<file path="src/status_lamp_pkg.sv">
package status_lamp_pkg;

  // Timing figures in milliseconds; the clock runs at 20 MHz.
  localparam int unsigned CLK_HZ         = 20_000_000;
  localparam int unsigned FLASH_ON_MS    = 150;
  localparam int unsigned FLASH_OFF_MS   = 150;
  localparam int unsigned CODE_PAUSE_MS  = 1000;
  localparam int unsigned ROUND_PAUSE_MS = 2000;
  localparam int unsigned ID_PAUSE_MS    = 1500;
  localparam int unsigned INIT_LAMP_MS   = 500;
  localparam int unsigned ACT_BLINK_MS   = 50;

  localparam int unsigned FLASH_ON_CYC    = FLASH_ON_MS * (CLK_HZ / 1000);
  localparam int unsigned FLASH_OFF_CYC   = FLASH_OFF_MS * (CLK_HZ / 1000);
  localparam int unsigned CODE_PAUSE_CYC  = CODE_PAUSE_MS * (CLK_HZ / 1000);
  localparam int unsigned ROUND_PAUSE_CYC = ROUND_PAUSE_MS * (CLK_HZ / 1000);
  localparam int unsigned ID_PAUSE_CYC    = ID_PAUSE_MS * (CLK_HZ / 1000);
  localparam int unsigned INIT_LAMP_CYC   = INIT_LAMP_MS * (CLK_HZ / 1000);
  localparam int unsigned ACT_BLINK_CYC   = ACT_BLINK_MS * (CLK_HZ / 1000);

  // Fault slots in rotation order and their flash counts.
  localparam int unsigned NUM_FAULTS = 4;
  localparam logic [2:0] FLASHES_FAN  = 3'h2;
  localparam logic [2:0] FLASHES_MAIN = 3'h3;
  localparam logic [2:0] FLASHES_BKUP = 3'h5;
  localparam logic [2:0] FLASHES_TEMP = 3'h6;

  typedef struct packed {
    logic fan_slow;
    logic main_supply_failed;
    logic backup_no_power;
    logic over_temp;
  } fault_set_t;

  typedef struct packed {
    logic module_present;
    logic cables_installed;
    logic [1:0] link_up;
    logic [1:0] traffic;
  } stack_state_t;

endpackage

</file>
<file path="src/flash_sequencer.sv">
`timescale 1ns/1ps
`default_nettype none
// Emits bursts of count flashes, then holds off for a pause chosen per burst.
module flash_sequencer
  import status_lamp_pkg::*;
#(
  parameter int unsigned ON_CYC  = FLASH_ON_CYC,
  parameter int unsigned OFF_CYC = FLASH_OFF_CYC
) (
  // Clock and reset
  input  wire logic        clock_in,
  input  wire logic        rst_in,
  // Burst request
  input  wire logic        start_in,
  input  wire logic [3:0]  count_in,
  input  wire logic [31:0] pause_in,
  // Results
  output logic             lamp_out,
  output logic             busy_out,
  output logic             done_out
);

  typedef enum logic [1:0] {
    S_IDLE  = 2'b00,
    S_ON    = 2'b01,
    S_OFF   = 2'b10,
    S_PAUSE = 2'b11
  } seq_state_t;

  seq_state_t  state_ff;
  logic [31:0] timer_ff;
  logic [3:0]  left_ff;
  logic [31:0] pause_ff;
  logic        lamp_ff;
  logic        done_ff;

  always_ff @(posedge clock_in) begin
    if (rst_in) begin
      state_ff <= S_IDLE;
      timer_ff <= 32'h0;
      left_ff  <= 4'h0;
      pause_ff <= 32'h0;
      lamp_ff  <= 1'b0;
      done_ff  <= 1'b0;
    end else begin
      done_ff <= 1'b0;
      unique case (state_ff)
        S_IDLE: begin
          if (start_in && count_in != 4'h0) begin
            state_ff <= S_ON;
            timer_ff <= ON_CYC - 1;
            left_ff  <= count_in;
            pause_ff <= pause_in;
            lamp_ff  <= 1'b1;
          end
        end
        S_ON: begin
          if (timer_ff == 32'h0) begin
            state_ff <= S_OFF;
            timer_ff <= OFF_CYC - 1;
            left_ff  <= left_ff - 4'h1;
            lamp_ff  <= 1'b0;
          end else begin
            timer_ff <= timer_ff - 32'h1;
          end
        end
        S_OFF: begin
          if (timer_ff != 32'h0) begin
            timer_ff <= timer_ff - 32'h1;
          end else if (left_ff != 4'h0) begin
            state_ff <= S_ON;
            timer_ff <= ON_CYC - 1;
            lamp_ff  <= 1'b1;
          end else begin
            state_ff <= S_PAUSE;
            timer_ff <= pause_ff;
          end
        end
        S_PAUSE: begin
          if (timer_ff == 32'h0) begin
            state_ff <= S_IDLE;
            done_ff  <= 1'b1;
          end else begin
            timer_ff <= timer_ff - 32'h1;
          end
        end
      endcase
    end
  end

  assign lamp_out = lamp_ff;
  assign busy_out = (state_ff != S_IDLE);
  assign done_out = done_ff;

endmodule
`default_nettype wire

</file>
<file path="src/system_status_led_controller.sv">
// Notes on behaviour
// RL1: Fault lamp lit briefly after init, then off.
// RL2: Fault code flashes, pauses, then repeats.
// RL3: Multiple faults shown in turn, then pause.
// RL4: Slow fan gives two flashes.
// RL5: Main supply failed on backup: three flashes.
// RL6: Backup attached without power: five flashes.
// RL7: Over temperature gives six flashes.
// RL8: One and four flash codes never produced.
// RL9: Role lamp solid while stack master.
// RL10: Role lamp flashes member ID on request.
// RL11: Backup lamp solid while backup attached.
// RL12: Power lamp solid while powered.
// RL13: Rear ready lamp solid while backup powered.
// RL14: Stacking lamps off without module or cables.
// RL15: Stacking master lamp solid only for master.
// RL16: Stack link lamps off, solid, flashing traffic.
// RL17: Presence lamp solid when module installed.
// RL18: Durations are clock-derived parameters.
`timescale 1ns/1ps
`default_nettype none
module system_status_led_controller
  import status_lamp_pkg::*;
#(
  // Off time keeps its ratio to the on time, so a design on a faster clock need not override the off time.
  // Round pause keeps its ratio to the code pause only while CODE_CYC * ROUND_PAUSE_MS fits in 32 bits;
  // the default CODE_CYC does not, so ROUND_CYC defaults to 1345294 cycles, under the code pause.
  parameter int unsigned ON_CYC      = FLASH_ON_CYC,
  parameter int unsigned OFF_CYC     = ON_CYC * FLASH_OFF_MS / FLASH_ON_MS,
  parameter int unsigned CODE_CYC    = CODE_PAUSE_CYC,
  parameter int unsigned ROUND_CYC   = CODE_CYC * ROUND_PAUSE_MS / CODE_PAUSE_MS,
  parameter int unsigned ID_CYC      = ID_PAUSE_CYC,
  parameter int unsigned INIT_CYC    = INIT_LAMP_CYC,
  parameter int unsigned ACT_CYC     = ACT_BLINK_CYC
) (
  // Clock and reset
  input  wire logic         clock_in,
  input  wire logic         rst_in,
  // System status
  input  wire logic         hw_init_done_in,
  input  wire fault_set_t   faults_in,
  input  wire logic         power_good_in,
  input  wire logic         backup_attached_in,
  input  wire logic         backup_powered_in,
  // Stack status
  input  wire logic         stack_master_in,
  input  wire logic         show_member_id_in,
  input  wire logic [3:0]   member_id_in,
  input  wire stack_state_t stack_in,
  // Front panel lamps
  output logic              fault_lamp_out,
  output logic              role_lamp_out,
  output logic              backup_supply_lamp_out,
  output logic              power_lamp_out,
  // Rear panel lamps
  output logic              backup_ready_lamp_out,
  output logic              stacking_master_lamp_out,
  output logic [1:0]        stack_link_lamp_out,
  output logic              module_presence_lamp_out
);

  // Flash counts by slot; codes one and four have no slot and cannot appear.
  localparam logic [2:0] FLASH_TABLE [NUM_FAULTS] =
    '{FLASHES_FAN, FLASHES_MAIN, FLASHES_BKUP, FLASHES_TEMP}; // RL8

  typedef enum logic [1:0] {
    F_WAIT_INIT = 2'b00,
    F_INIT_LAMP = 2'b01,
    F_RUN       = 2'b10
  } fault_state_t;

  // Slot order is the rotation order: fan, main supply, backup supply, temperature.
  logic [NUM_FAULTS-1:0] fault_vec;
  assign fault_vec = {faults_in.over_temp, faults_in.backup_no_power,
                      faults_in.main_supply_failed, faults_in.fan_slow};

  fault_state_t fstate_ff;
  logic [31:0]  init_timer_ff;
  logic [1:0]   slot_ff;

  // Fault sequencer request path.
  logic        f_start;
  logic [3:0]  f_count;
  logic [31:0] f_pause;
  logic        f_lamp;
  logic        f_busy;

  // Next active slot at or after the current one, and whether it ends the round.
  // A fault that clears before its turn is simply skipped at the next choice.
  logic [1:0] nxt_slot;
  logic       found;
  logic       last_in_round;
  always_comb begin
    nxt_slot      = slot_ff;
    found         = 1'b0;
    last_in_round = 1'b1;
    for (int i = 0; i < NUM_FAULTS; i++) begin
      if (!found && (int'(slot_ff) + i) < NUM_FAULTS &&
          fault_vec[2'(int'(slot_ff) + i)]) begin
        nxt_slot = 2'(int'(slot_ff) + i);
        found    = 1'b1;
      end
    end
    for (int j = 0; j < NUM_FAULTS; j++) begin
      if (found && j > int'(nxt_slot) && fault_vec[j]) begin
        last_in_round = 1'b0;
      end
    end
  end

  // A code starts only from idle, so the fault set is sampled once per code.
  assign f_start = (fstate_ff == F_RUN) && !f_busy && found;
  assign f_count = {1'b0, FLASH_TABLE[nxt_slot]}; // RL4 RL5 RL6 RL7
  // A lone fault repeats after the code pause; the end of a multi-fault round
  // takes the round pause so the viewer can tell where the rotation restarts.
  assign f_pause = (last_in_round && (fault_vec != (NUM_FAULTS'(1) << nxt_slot)))
                   ? 32'(ROUND_CYC) : 32'(CODE_CYC); // RL2 RL3

  // The init flash plays once per reset. F_RUN holds until the next reset, so a
  // glitch on the init-done level cannot replay the flash over a fault code and
  // make it read as a one-flash code.
  always_ff @(posedge clock_in) begin
    if (rst_in) begin
      fstate_ff     <= F_WAIT_INIT;
      init_timer_ff <= 32'h0;
    end else begin
      unique case (fstate_ff)
        F_WAIT_INIT: begin
          if (hw_init_done_in) begin
            fstate_ff     <= F_INIT_LAMP; // RL1
            init_timer_ff <= 32'(INIT_CYC) - 32'h1;
          end
        end
        F_INIT_LAMP: begin
          if (init_timer_ff == 32'h0) begin
            fstate_ff <= F_RUN;
          end else begin
            init_timer_ff <= init_timer_ff - 32'h1;
          end
        end
        F_RUN: begin
          fstate_ff <= F_RUN;
        end
        default: begin
          fstate_ff <= F_WAIT_INIT;
        end
      endcase
    end
  end

  // Slot pointer: advance past the shown fault, wrap to zero at round end.
  always_ff @(posedge clock_in) begin
    if (rst_in) begin
      slot_ff <= 2'h0;
    end else if (f_start) begin
      slot_ff <= last_in_round ? 2'h0 : nxt_slot + 2'h1; // RL3
    end else if (fstate_ff == F_RUN && !f_busy && !found) begin
      // Nothing active from here on: wrap, so an earlier fault is found next cycle.
      slot_ff <= 2'h0;
    end
  end

  // The done strobe is not needed here: the slot logic watches busy instead.
  flash_sequencer #(
    .ON_CYC  (ON_CYC),
    .OFF_CYC (OFF_CYC)
  ) u_fault_seq (
    .clock_in (clock_in),
    .rst_in   (rst_in),
    .start_in (f_start),
    .count_in (f_count),
    .pause_in (f_pause),
    .lamp_out (f_lamp),
    .busy_out (f_busy),
    .done_out ()
  );

  // Member-ID display uses its own burst engine with the longer pause.
  logic id_start;
  logic id_lamp;
  logic id_busy;
  // A request is taken only between bursts; while one runs it is simply held.
  assign id_start = show_member_id_in && !id_busy;

  flash_sequencer #(
    .ON_CYC  (ON_CYC),
    .OFF_CYC (OFF_CYC)
  ) u_id_seq (
    .clock_in (clock_in),
    .rst_in   (rst_in),
    .start_in (id_start),
    .count_in (member_id_in),
    .pause_in (32'(ID_CYC)),
    .lamp_out (id_lamp),
    .busy_out (id_busy),
    .done_out ()
  );

  // Free-running activity blink for the stack link lamps. Traffic is a level, so
  // the lamp flashes at a steady rate however bursty the packets are.
  logic [31:0] act_timer_ff;
  logic        act_phase_ff;
  always_ff @(posedge clock_in) begin
    if (rst_in) begin
      act_timer_ff <= 32'h0;
      act_phase_ff <= 1'b0;
    end else if (act_timer_ff == 32'h0) begin
      act_timer_ff <= 32'(ACT_CYC) - 32'h1; // RL18
      act_phase_ff <= ~act_phase_ff;
    end else begin
      act_timer_ff <= act_timer_ff - 32'h1;
    end
  end

  // Module and cables together gate every stacking lamp except presence, which
  // reports the module alone.
  logic stack_ok;
  assign stack_ok = stack_in.module_present && stack_in.cables_installed;

  logic [1:0] nxt_link;
  for (genvar p = 0; p < 2; p++) begin : g_link
    assign nxt_link[p] = stack_ok && stack_in.link_up[p] &&
                         (!stack_in.traffic[p] || act_phase_ff); // RL14 RL16
  end

  // Lamp registers, one process per lamp output; both link lamps share one.
  // Fault lamp: the init flash first, then whichever code the sequencer shows.
  always_ff @(posedge clock_in) begin
    if (rst_in) begin
      fault_lamp_out <= 1'b0;
    end else begin
      fault_lamp_out <= (fstate_ff == F_INIT_LAMP) ||
                        ((fstate_ff == F_RUN) && f_lamp); // RL1 RL2
    end
  end

  // Role lamp: a started ID burst keeps the lamp until its pause is over, so a
  // request dropped in mid-burst never leaves a short count that reads as a
  // wrong member number.
  always_ff @(posedge clock_in) begin
    if (rst_in) begin
      role_lamp_out <= 1'b0;
    end else if (show_member_id_in || id_busy) begin
      role_lamp_out <= id_lamp; // RL10
    end else begin
      role_lamp_out <= stack_master_in; // RL9
    end
  end

  // Backup supply lamp: attachment alone, powered or not.
  always_ff @(posedge clock_in) begin
    if (rst_in) begin
      backup_supply_lamp_out <= 1'b0;
    end else begin
      backup_supply_lamp_out <= backup_attached_in; // RL11
    end
  end

  // Power lamp.
  always_ff @(posedge clock_in) begin
    if (rst_in) begin
      power_lamp_out <= 1'b0;
    end else begin
      power_lamp_out <= power_good_in; // RL12
    end
  end

  // Rear ready lamp: whether the backup supply itself has power.
  always_ff @(posedge clock_in) begin
    if (rst_in) begin
      backup_ready_lamp_out <= 1'b0;
    end else begin
      backup_ready_lamp_out <= backup_powered_in; // RL13
    end
  end

  // Stacking master lamp: dark without module and cables, like the link lamps.
  always_ff @(posedge clock_in) begin
    if (rst_in) begin
      stacking_master_lamp_out <= 1'b0;
    end else begin
      stacking_master_lamp_out <= stack_ok && stack_master_in; // RL14 RL15
    end
  end

  // Stack link lamps: solid on link, blinking while traffic flows.
  always_ff @(posedge clock_in) begin
    if (rst_in) begin
      stack_link_lamp_out <= 2'h0;
    end else begin
      stack_link_lamp_out <= nxt_link; // RL16
    end
  end

  // Presence lamp: the module alone; the cables have no say in it.
  always_ff @(posedge clock_in) begin
    if (rst_in) begin
      module_presence_lamp_out <= 1'b0;
    end else begin
      module_presence_lamp_out <= stack_in.module_present; // RL17
    end
  end

endmodule
`default_nettype wire

</file>
<file path="config.mk">
export PLATFORM = sky130hd
export DESIGN_NAME = system_status_led_controller
export DESIGN_NICKNAME = d
export VERILOG_FILES = /design/src/status_lamp_pkg.sv /design/src/flash_sequencer.sv /design/src/system_status_led_controller.sv
export SDC_FILE = /design/constraint.sdc
export NUM_CORES = 1
export LEC_CHECK = 0
export BUFFER_PORTS_ARGS = -buffer_cell sky130_fd_sc_hd__buf_2
export CORE_UTILIZATION = 62
export CTS_CLUSTER_SIZE = 8
export DETAILED_ROUTE_END_ITERATION = 7
export GPL_ROUTABILITY_DRIVEN = 0
export HOLD_SLACK_MARGIN = 0.12
export PLACE_DENSITY = 0.82
export SLEW_MARGIN = 20
export SYNTH_ARGS = -nofsm -noshare
export SYNTH_HDL_FRONTEND = slang
export SYNTH_SLANG_ARGS = --single-unit
</file>
<file path="constraint.sdc">
create_clock -name clock_in -period 4.9 [get_ports clock_in]
set_input_delay 0.735 -clock clock_in [delete_from_list [all_inputs] [get_ports clock_in]]
set_output_delay 0.735 -clock clock_in [all_outputs]
set_load 0.02 [all_outputs]
</file>
==> reports/metrics.cfg, run 1 <==
[clock_network]
h-tree-depth=4
numCtsBuffers=17
clock_latency_ns=0.43
clock_sinks=160
cts.path.max_buffers=2
clk_pin_slew_worst_paths_ns=0.06
cts_tree=yes
ctsRootBufferMaster=clkbuf_16
post_cts_resize_count=0
cts_setup_buffers=0
cts.hold.buffers_added=0

[pwr]
clock_power_share=0.202
finalPower_mw=6.34
internal_power_mw=3.57
p_seq_frac=0.312
combPwrFrac=0.486
swShare=0.437
ir_drop_mv=0.409
leakagePower_nw=3.57
p_sw_mw=2.77
power_density_nw_per_um2=673

[setup_path]
path_max_fanout=27
start_kind=flip-flop
worstPathArrival_ns=4.73
worstSetupPathType=flip-flop to flip-flop
worstPathCellList=inv_1 > ha_1 > mux4_1 > nor3b_4 > a31oi_1 > xnor2_1 > buf_4 > inv_1 > ha_1 > and2_1 > and2b_1 > nor3b_2 > nand2b_1 > o21bai_4 > or4_1 > a21oi_1
crit_path_top_delay_cell=mux4_1
critPathMaxStageDelay_ns=0.57
cp.required_ns=5.25
crit_path_end_kind=flip-flop

[sta]
maxSlewHeadroom=0.396
fin_crit_sh=0.893
skew_ns=0.00999
min_period_ns=4.38
fin_ws_ns=0.524
finalSetupTns_ns=0
rsz0062_at_grt=false
setup_violations=0
whs_ns=0.461
tightest_slew_ns=0.906
finalMaxSlewViolations=0
max_freq_ghz=0.229
finalHoldViolCount=0

[floorplan]
num_rows=42
fp.dieH_microns=120
die_w_microns=120
die_area_sq_um=14400
initial_core_util=0.645
core-area_sq_um=13400
pin_count=31

[grt]
grt_pass1_wl_mm=32.3
grt_pass1_vias=7148
grt_max_degree=75
grt_usage=0.274
antenna_found_initial=0
overflow=0

[route]
viasPerCell=6.13
postRouteAntennaNets=0
drc_errors=0
routed_wl_mm=18.6
routed-via-count=7555
drt_pass1_iterations=6
drtIter0Drc=505
route.detailed.wl_per_inst_microns=15.1

[logic_synthesis]
synth_cell_types=86
avgSynthCellArea_sq_um=8.40
ys_warn_count=0
synth_cells=1030
synth_area_leaders=dfxtp_1 (37%), nor2_1 (6.4%), xnor2_1 (5.8%)
synth_flop_cell=dfxtp_1
syn_area_sq_um=8650
ys_seq_area_frac=0.370
synth_seq_cells=160
synth.net_count=1071
synth_top_area_cell=dfxtp_1
synth.top_cell.area_share=0.370
async_flop_share=0
synth_edf_count=0

[placement]
io_buffers=30
place_ws_ns=0.524
hpwl_mm=12.7

[layout]
final_common_cell=dfxtp_1
fin_util=0.703
final_cell_mix=dfxtp_1 (160), nor2_1 (147), a21oi_1 (89)
num_antenna_cells=0
area_growth_pct=8.93
nets=1085
drive_above_1_share=0.110

[run]
drv_cap=0

[outcome]
status=complete, no violations

[worst_hold_path]
hp-class=flip-flop to flip-flop

worst paths after layout:
path	start	to	slack, ns	cells past startpoint
min reg2reg	u_fault_seq.pause_ff[18]$_SDFFE_PP0P_	u_fault_seq.pause_ff[18]$_SDFFE_PP0P_	0.46	2
max reg2reg	slot_ff[1]$_SDFFE_PP0P_	u_fault_seq.timer_ff[22]$_SDFFE_PP0P_	0.52	16
min	u_fault_seq.pause_ff[18]$_SDFFE_PP0P_	u_fault_seq.pause_ff[18]$_SDFFE_PP0P_	0.46	2
max	slot_ff[1]$_SDFFE_PP0P_	u_fault_seq.timer_ff[22]$_SDFFE_PP0P_	0.52	16
metal layers:
metal,wire length (microns),track usage
met1,8590,0.342
met2,8980,0.464
met3,724,0.0613
met4,323,0.0922
met5,0,0
critical path: cells and delay by family, from the launching register on:
family                     cells  cell delay, ns
DFF                            1            0.41
and+or+nand+nor                6            1.51
AOI/OAI and AO/OA              3            0.56
adders and majority gates      2            0.75
buffers and inverters          3            0.35
xor gates and xnor gates       1            0.14
muxes                          1            0.57
registers in the layout, summed over array words and instances (netlist names), 2 cells and up:
register and flops:
u_fault_seq.state_ff 2, u_fault_seq.timer_ff 32, u_fault_seq.left_ff 4, u_id_seq.timer_ff 32, u_id_seq.left_ff 4, act_timer_ff 32
u_fault_seq.pause_ff 3, init_timer_ff 32, fstate_ff 2, u_id_seq.state_ff 2, stack_link_lamp_out 2, slot_ff 2
cell usage after synthesis (4+ instances only):
| library cell | instances |
|---|---|
| mux2i_1 | 9 |
| nor3b_1 | 6 |
| and3_1 | 11 |
| nor4_2 | 4 |
| or4_1 | 17 |
| nand3b_1 | 4 |
| clkbuf_1 | 20 |
| nand2_1 | 66 |
| o21ai_0 | 37 |
| nand2b_1 | 13 |
| or3_1 | 21 |
| ha_1 | 19 |
| xor2_1 | 22 |
| a31oi_1 | 7 |
| dfxtp_1 | 160 |
| buf_2 | 10 |
| o31ai_1 | 8 |
| a211oi_1 | 7 |
| nand3_1 | 24 |
| nor3_1 | 40 |
| or2_2 | 11 |
| a221oi_1 | 4 |
| o41ai_1 | 4 |
| o21a_1 | 7 |
| nor2_1 | 147 |
| nor4b_1 | 8 |
| or4_4 | 5 |
| a311oi_1 | 20 |
| and2_1 | 4 |
| o211a_1 | 6 |
| a211o_1 | 4 |
| nor2b_1 | 10 |
| mux2_2 | 4 |
| xnor2_1 | 57 |
| nand4_1 | 7 |
| nor4_1 | 29 |
| inv_1 | 34 |
| a21oi_1 | 89 |
metrics by stage:
stage / cells / instance area [sq um]
2_1_floorplan: 1030 / 8650
3_3_place_gp: 1201 / 8850
3_5_place_dp: 1201 / 8850
4_1_cts: 1233 / 9420
5_1_grt: 1233 / 9420
6_report: 1233 / 9420
final cells by class:
| class | count | area, sq um |
|---|---|---|
| Sequential cell | 160 | 3200 |
| Clock buffer | 19 | 443 |
| Clock inverter | 13 | 128 |
| Tap cell | 176 | 220 |
| Inverter | 35 | 131 |
| Multi-Input combinational cell | 796 | 5110 |
| Timing Repair Buffer | 34 | 180 |
| Fill cell | 1082 | 3980 |
logic make-up (layout without fill, tap and decap cells):
kind of cell | after synthesis | after routing | synth area share
compound gates | 225 | 225 | 0.174
xor+xnor | 79 | 79 | 0.0800
fa+ha+maj | 20 | 20 | 0.0287
buf+inv | 74 | 101 | 0.0382
flops | 160 | 160 | 0.370
mux | 16 | 16 | 0.0239
simple gates | 456 | 456 | 0.285
power by group through the flow:
stage / Clock, mW / Combinational [mW] / Sequential [mW]
floorplan: 0 / 2.55 / 1.91
global placement: 0 / 2.95 / 1.98
detailed placement: 0 / 3.01 / 1.99
CTS: 1.30 / 3.05 / 1.97
global route: 1.35 / 3.45 / 2.03
finish: 1.28 / 3.08 / 1.98
Note: power is estimated with default switching activity, not from simulation.
==> inputs of run 2 (changes only) <==
--- a/config.mk
+++ b/config.mk
@@ -6,6 +6,7 @@
 export NUM_CORES = 1
 export LEC_CHECK = 0
 export BUFFER_PORTS_ARGS = -buffer_cell sky130_fd_sc_hd__buf_2
+export CAP_MARGIN = 0
 export CORE_UTILIZATION = 62
 export CTS_CLUSTER_SIZE = 8
 export DETAILED_ROUTE_END_ITERATION = 7
==> constraint.sdc (replaced) <==
create_clock -name clock_in -period 4.3 [get_ports clock_in]
set_input_delay 0.645 -clock clock_in [delete_from_list [all_inputs] [get_ports clock_in]]
set_output_delay 0.645 -clock clock_in [all_outputs]
set_load 0.02 [all_outputs]
==> reports/metrics.cfg, run 2 (synthesis results as in run 1) <==
[grt]
grt_max_degree=75
overflow=0
grt_usage=0.271
grt_pass1_wl_mm=31.8
antenna_found_initial=0
grt_pass1_vias=6873

[setup_path]
path_max_fanout=23
critPathMaxStageDelay_ns=0.56
worstPathArrival_ns=4.44
worstSetupPathType=flip-flop to flip-flop
cp.required_ns=4.66
worstPathCellList=inv_1 > ha_1 > mux4_1 > nor3b_4 > a31oi_1 > xnor2_1 > inv_1 > ha_1 > and2_1 > and2b_1 > nor3b_2 > nand2b_1 > o21bai_4 > or4_1 > a21oi_1
start_kind=flip-flop
crit_path_end_kind=flip-flop
crit_path_top_delay_cell=mux4_1

[clock_network]
cts.path.max_buffers=2
numCtsBuffers=17
clk_pin_slew_worst_paths_ns=0.06
cts_tree=yes
clock_sinks=160
ctsRootBufferMaster=clkbuf_16
clock_latency_ns=0.43
post_cts_resize_count=0
cts.hold.buffers_added=0
cts_setup_buffers=0
h-tree-depth=4

[sta]
finalHoldViolCount=0
rsz0062_at_grt=false
max_freq_ghz=0.245
min_period_ns=4.08
tightest_slew_ns=0.995
fin_ws_ns=0.219
setup_violations=0
fin_crit_sh=0.949
skew_ns=0.00734
whs_ns=0.422
finalSetupTns_ns=0
finalMaxSlewViolations=0
maxSlewHeadroom=0.337

[placement]
io_buffers=30
hpwl_mm=12.6
place_ws_ns=0.142

[layout]
num_antenna_cells=0
final_cell_mix=dfxtp_1 (160), nor2_1 (147), a21oi_1 (89)
seqCellArea_sq_um=3200
final_common_cell=dfxtp_1
drive_above_1_share=0.114
nets=1090
multi_input_area_sq_um=5110
area_growth_pct=9.45
n_fill_cell=1051
fin_util=0.706

[floorplan]
num_rows=42
fp.dieH_microns=120
die_area_sq_um=14400
initial_core_util=0.645
die_w_microns=120
pin_count=31
core-area_sq_um=13400

[pwr]
finalPower_mw=7.32
ir_drop_mv=0.392
power_density_nw_per_um2=774
leakagePower_nw=3.60

[worst_hold_path]
hp-class=input pin to flip-flop

[run]
drv_cap=0

[route]
postRouteAntennaNets=0
routed-via-count=7558
drc_errors=0
drtIter0Drc=497
viasPerCell=6.11
drt_pass1_iterations=5
route.detailed.wl_per_inst_microns=15.2
routed_wl_mm=18.9

[outcome]
status=complete, no violations

==> run 2: cell count changes in the layout (fill, tap and decap cells not counted), sizes merged <==
cell      previous run  this run
clkinv               6         5
inv                 39        42
clkbuf              19        18
clkinvlp             2         1
buf                 34        39
==> run 2: critical path, delay by kind of cell (launching register included) <==
kind / cells / cell delay, ns
xor gates and xnor gates: 1 / 0.16
DFF: 1 / 0.40
muxes: 1 / 0.56
buffers and inverters: 2 / 0.23
adders and majority gates: 2 / 0.67
and+or+nand+nor: 6 / 1.46
AOI/OAI and AO/OA: 3 / 0.51
==> run 2: layer usage <==
metal | track usage | share of wire
met5 | 0 | 0
met4 | 0.0867 | 0.015
met3 | 0.0528 | 0.048
met2 | 0.459 | 0.48
met1 | 0.345 | 0.46
==> run 2: worst paths after layout <==
path / endpoint / slack [ns] / cells past startpoint / startpoint
setup / recovery: u_fault_seq.timer_ff[28]$_SDFFE_PP0P_ / 0.22 / 15 / slot_ff[1]$_SDFFE_PP0P_
hold reg to reg: u_fault_seq.pause_ff[18]$_SDFFE_PP0P_ / 0.47 / 2 / u_fault_seq.pause_ff[18]$_SDFFE_PP0P_
hold / removal: backup_ready_lamp_out$_SDFF_PP0_ / 0.42 / 2 / backup_powered_in
setup reg to reg: u_fault_seq.timer_ff[28]$_SDFFE_PP0P_ / 0.22 / 15 / slot_ff[1]$_SDFFE_PP0P_
==> run 2: area by class of cell <==
| class | instances | area share |
|---|---|---|
| Clock buffer | 18 | 0.0453 |
| Clock inverter | 14 | 0.0157 |
| Inverter | 35 | 0.0139 |
| Multi-Input combinational cell | 796 | 0.540 |
| Sequential cell | 160 | 0.338 |
| Tap cell | 176 | 0.0233 |
| Timing Repair Buffer | 39 | 0.0230 |
==> run 2: power breakdown <==
part           internal, mW  switching (mW)
combinational          1.42            2.15
clock                 0.821           0.673
sequential             1.86           0.391
total                  4.11            3.22
==> run 2: stage by stage <==
step           instances  area [sq um]
2_1_floorplan       1030          8650
5_1_grt             1238          9460
3_5_place_dp        1206          8890
6_report            1238          9460
3_3_place_gp        1206          8890
4_1_cts             1238          9460
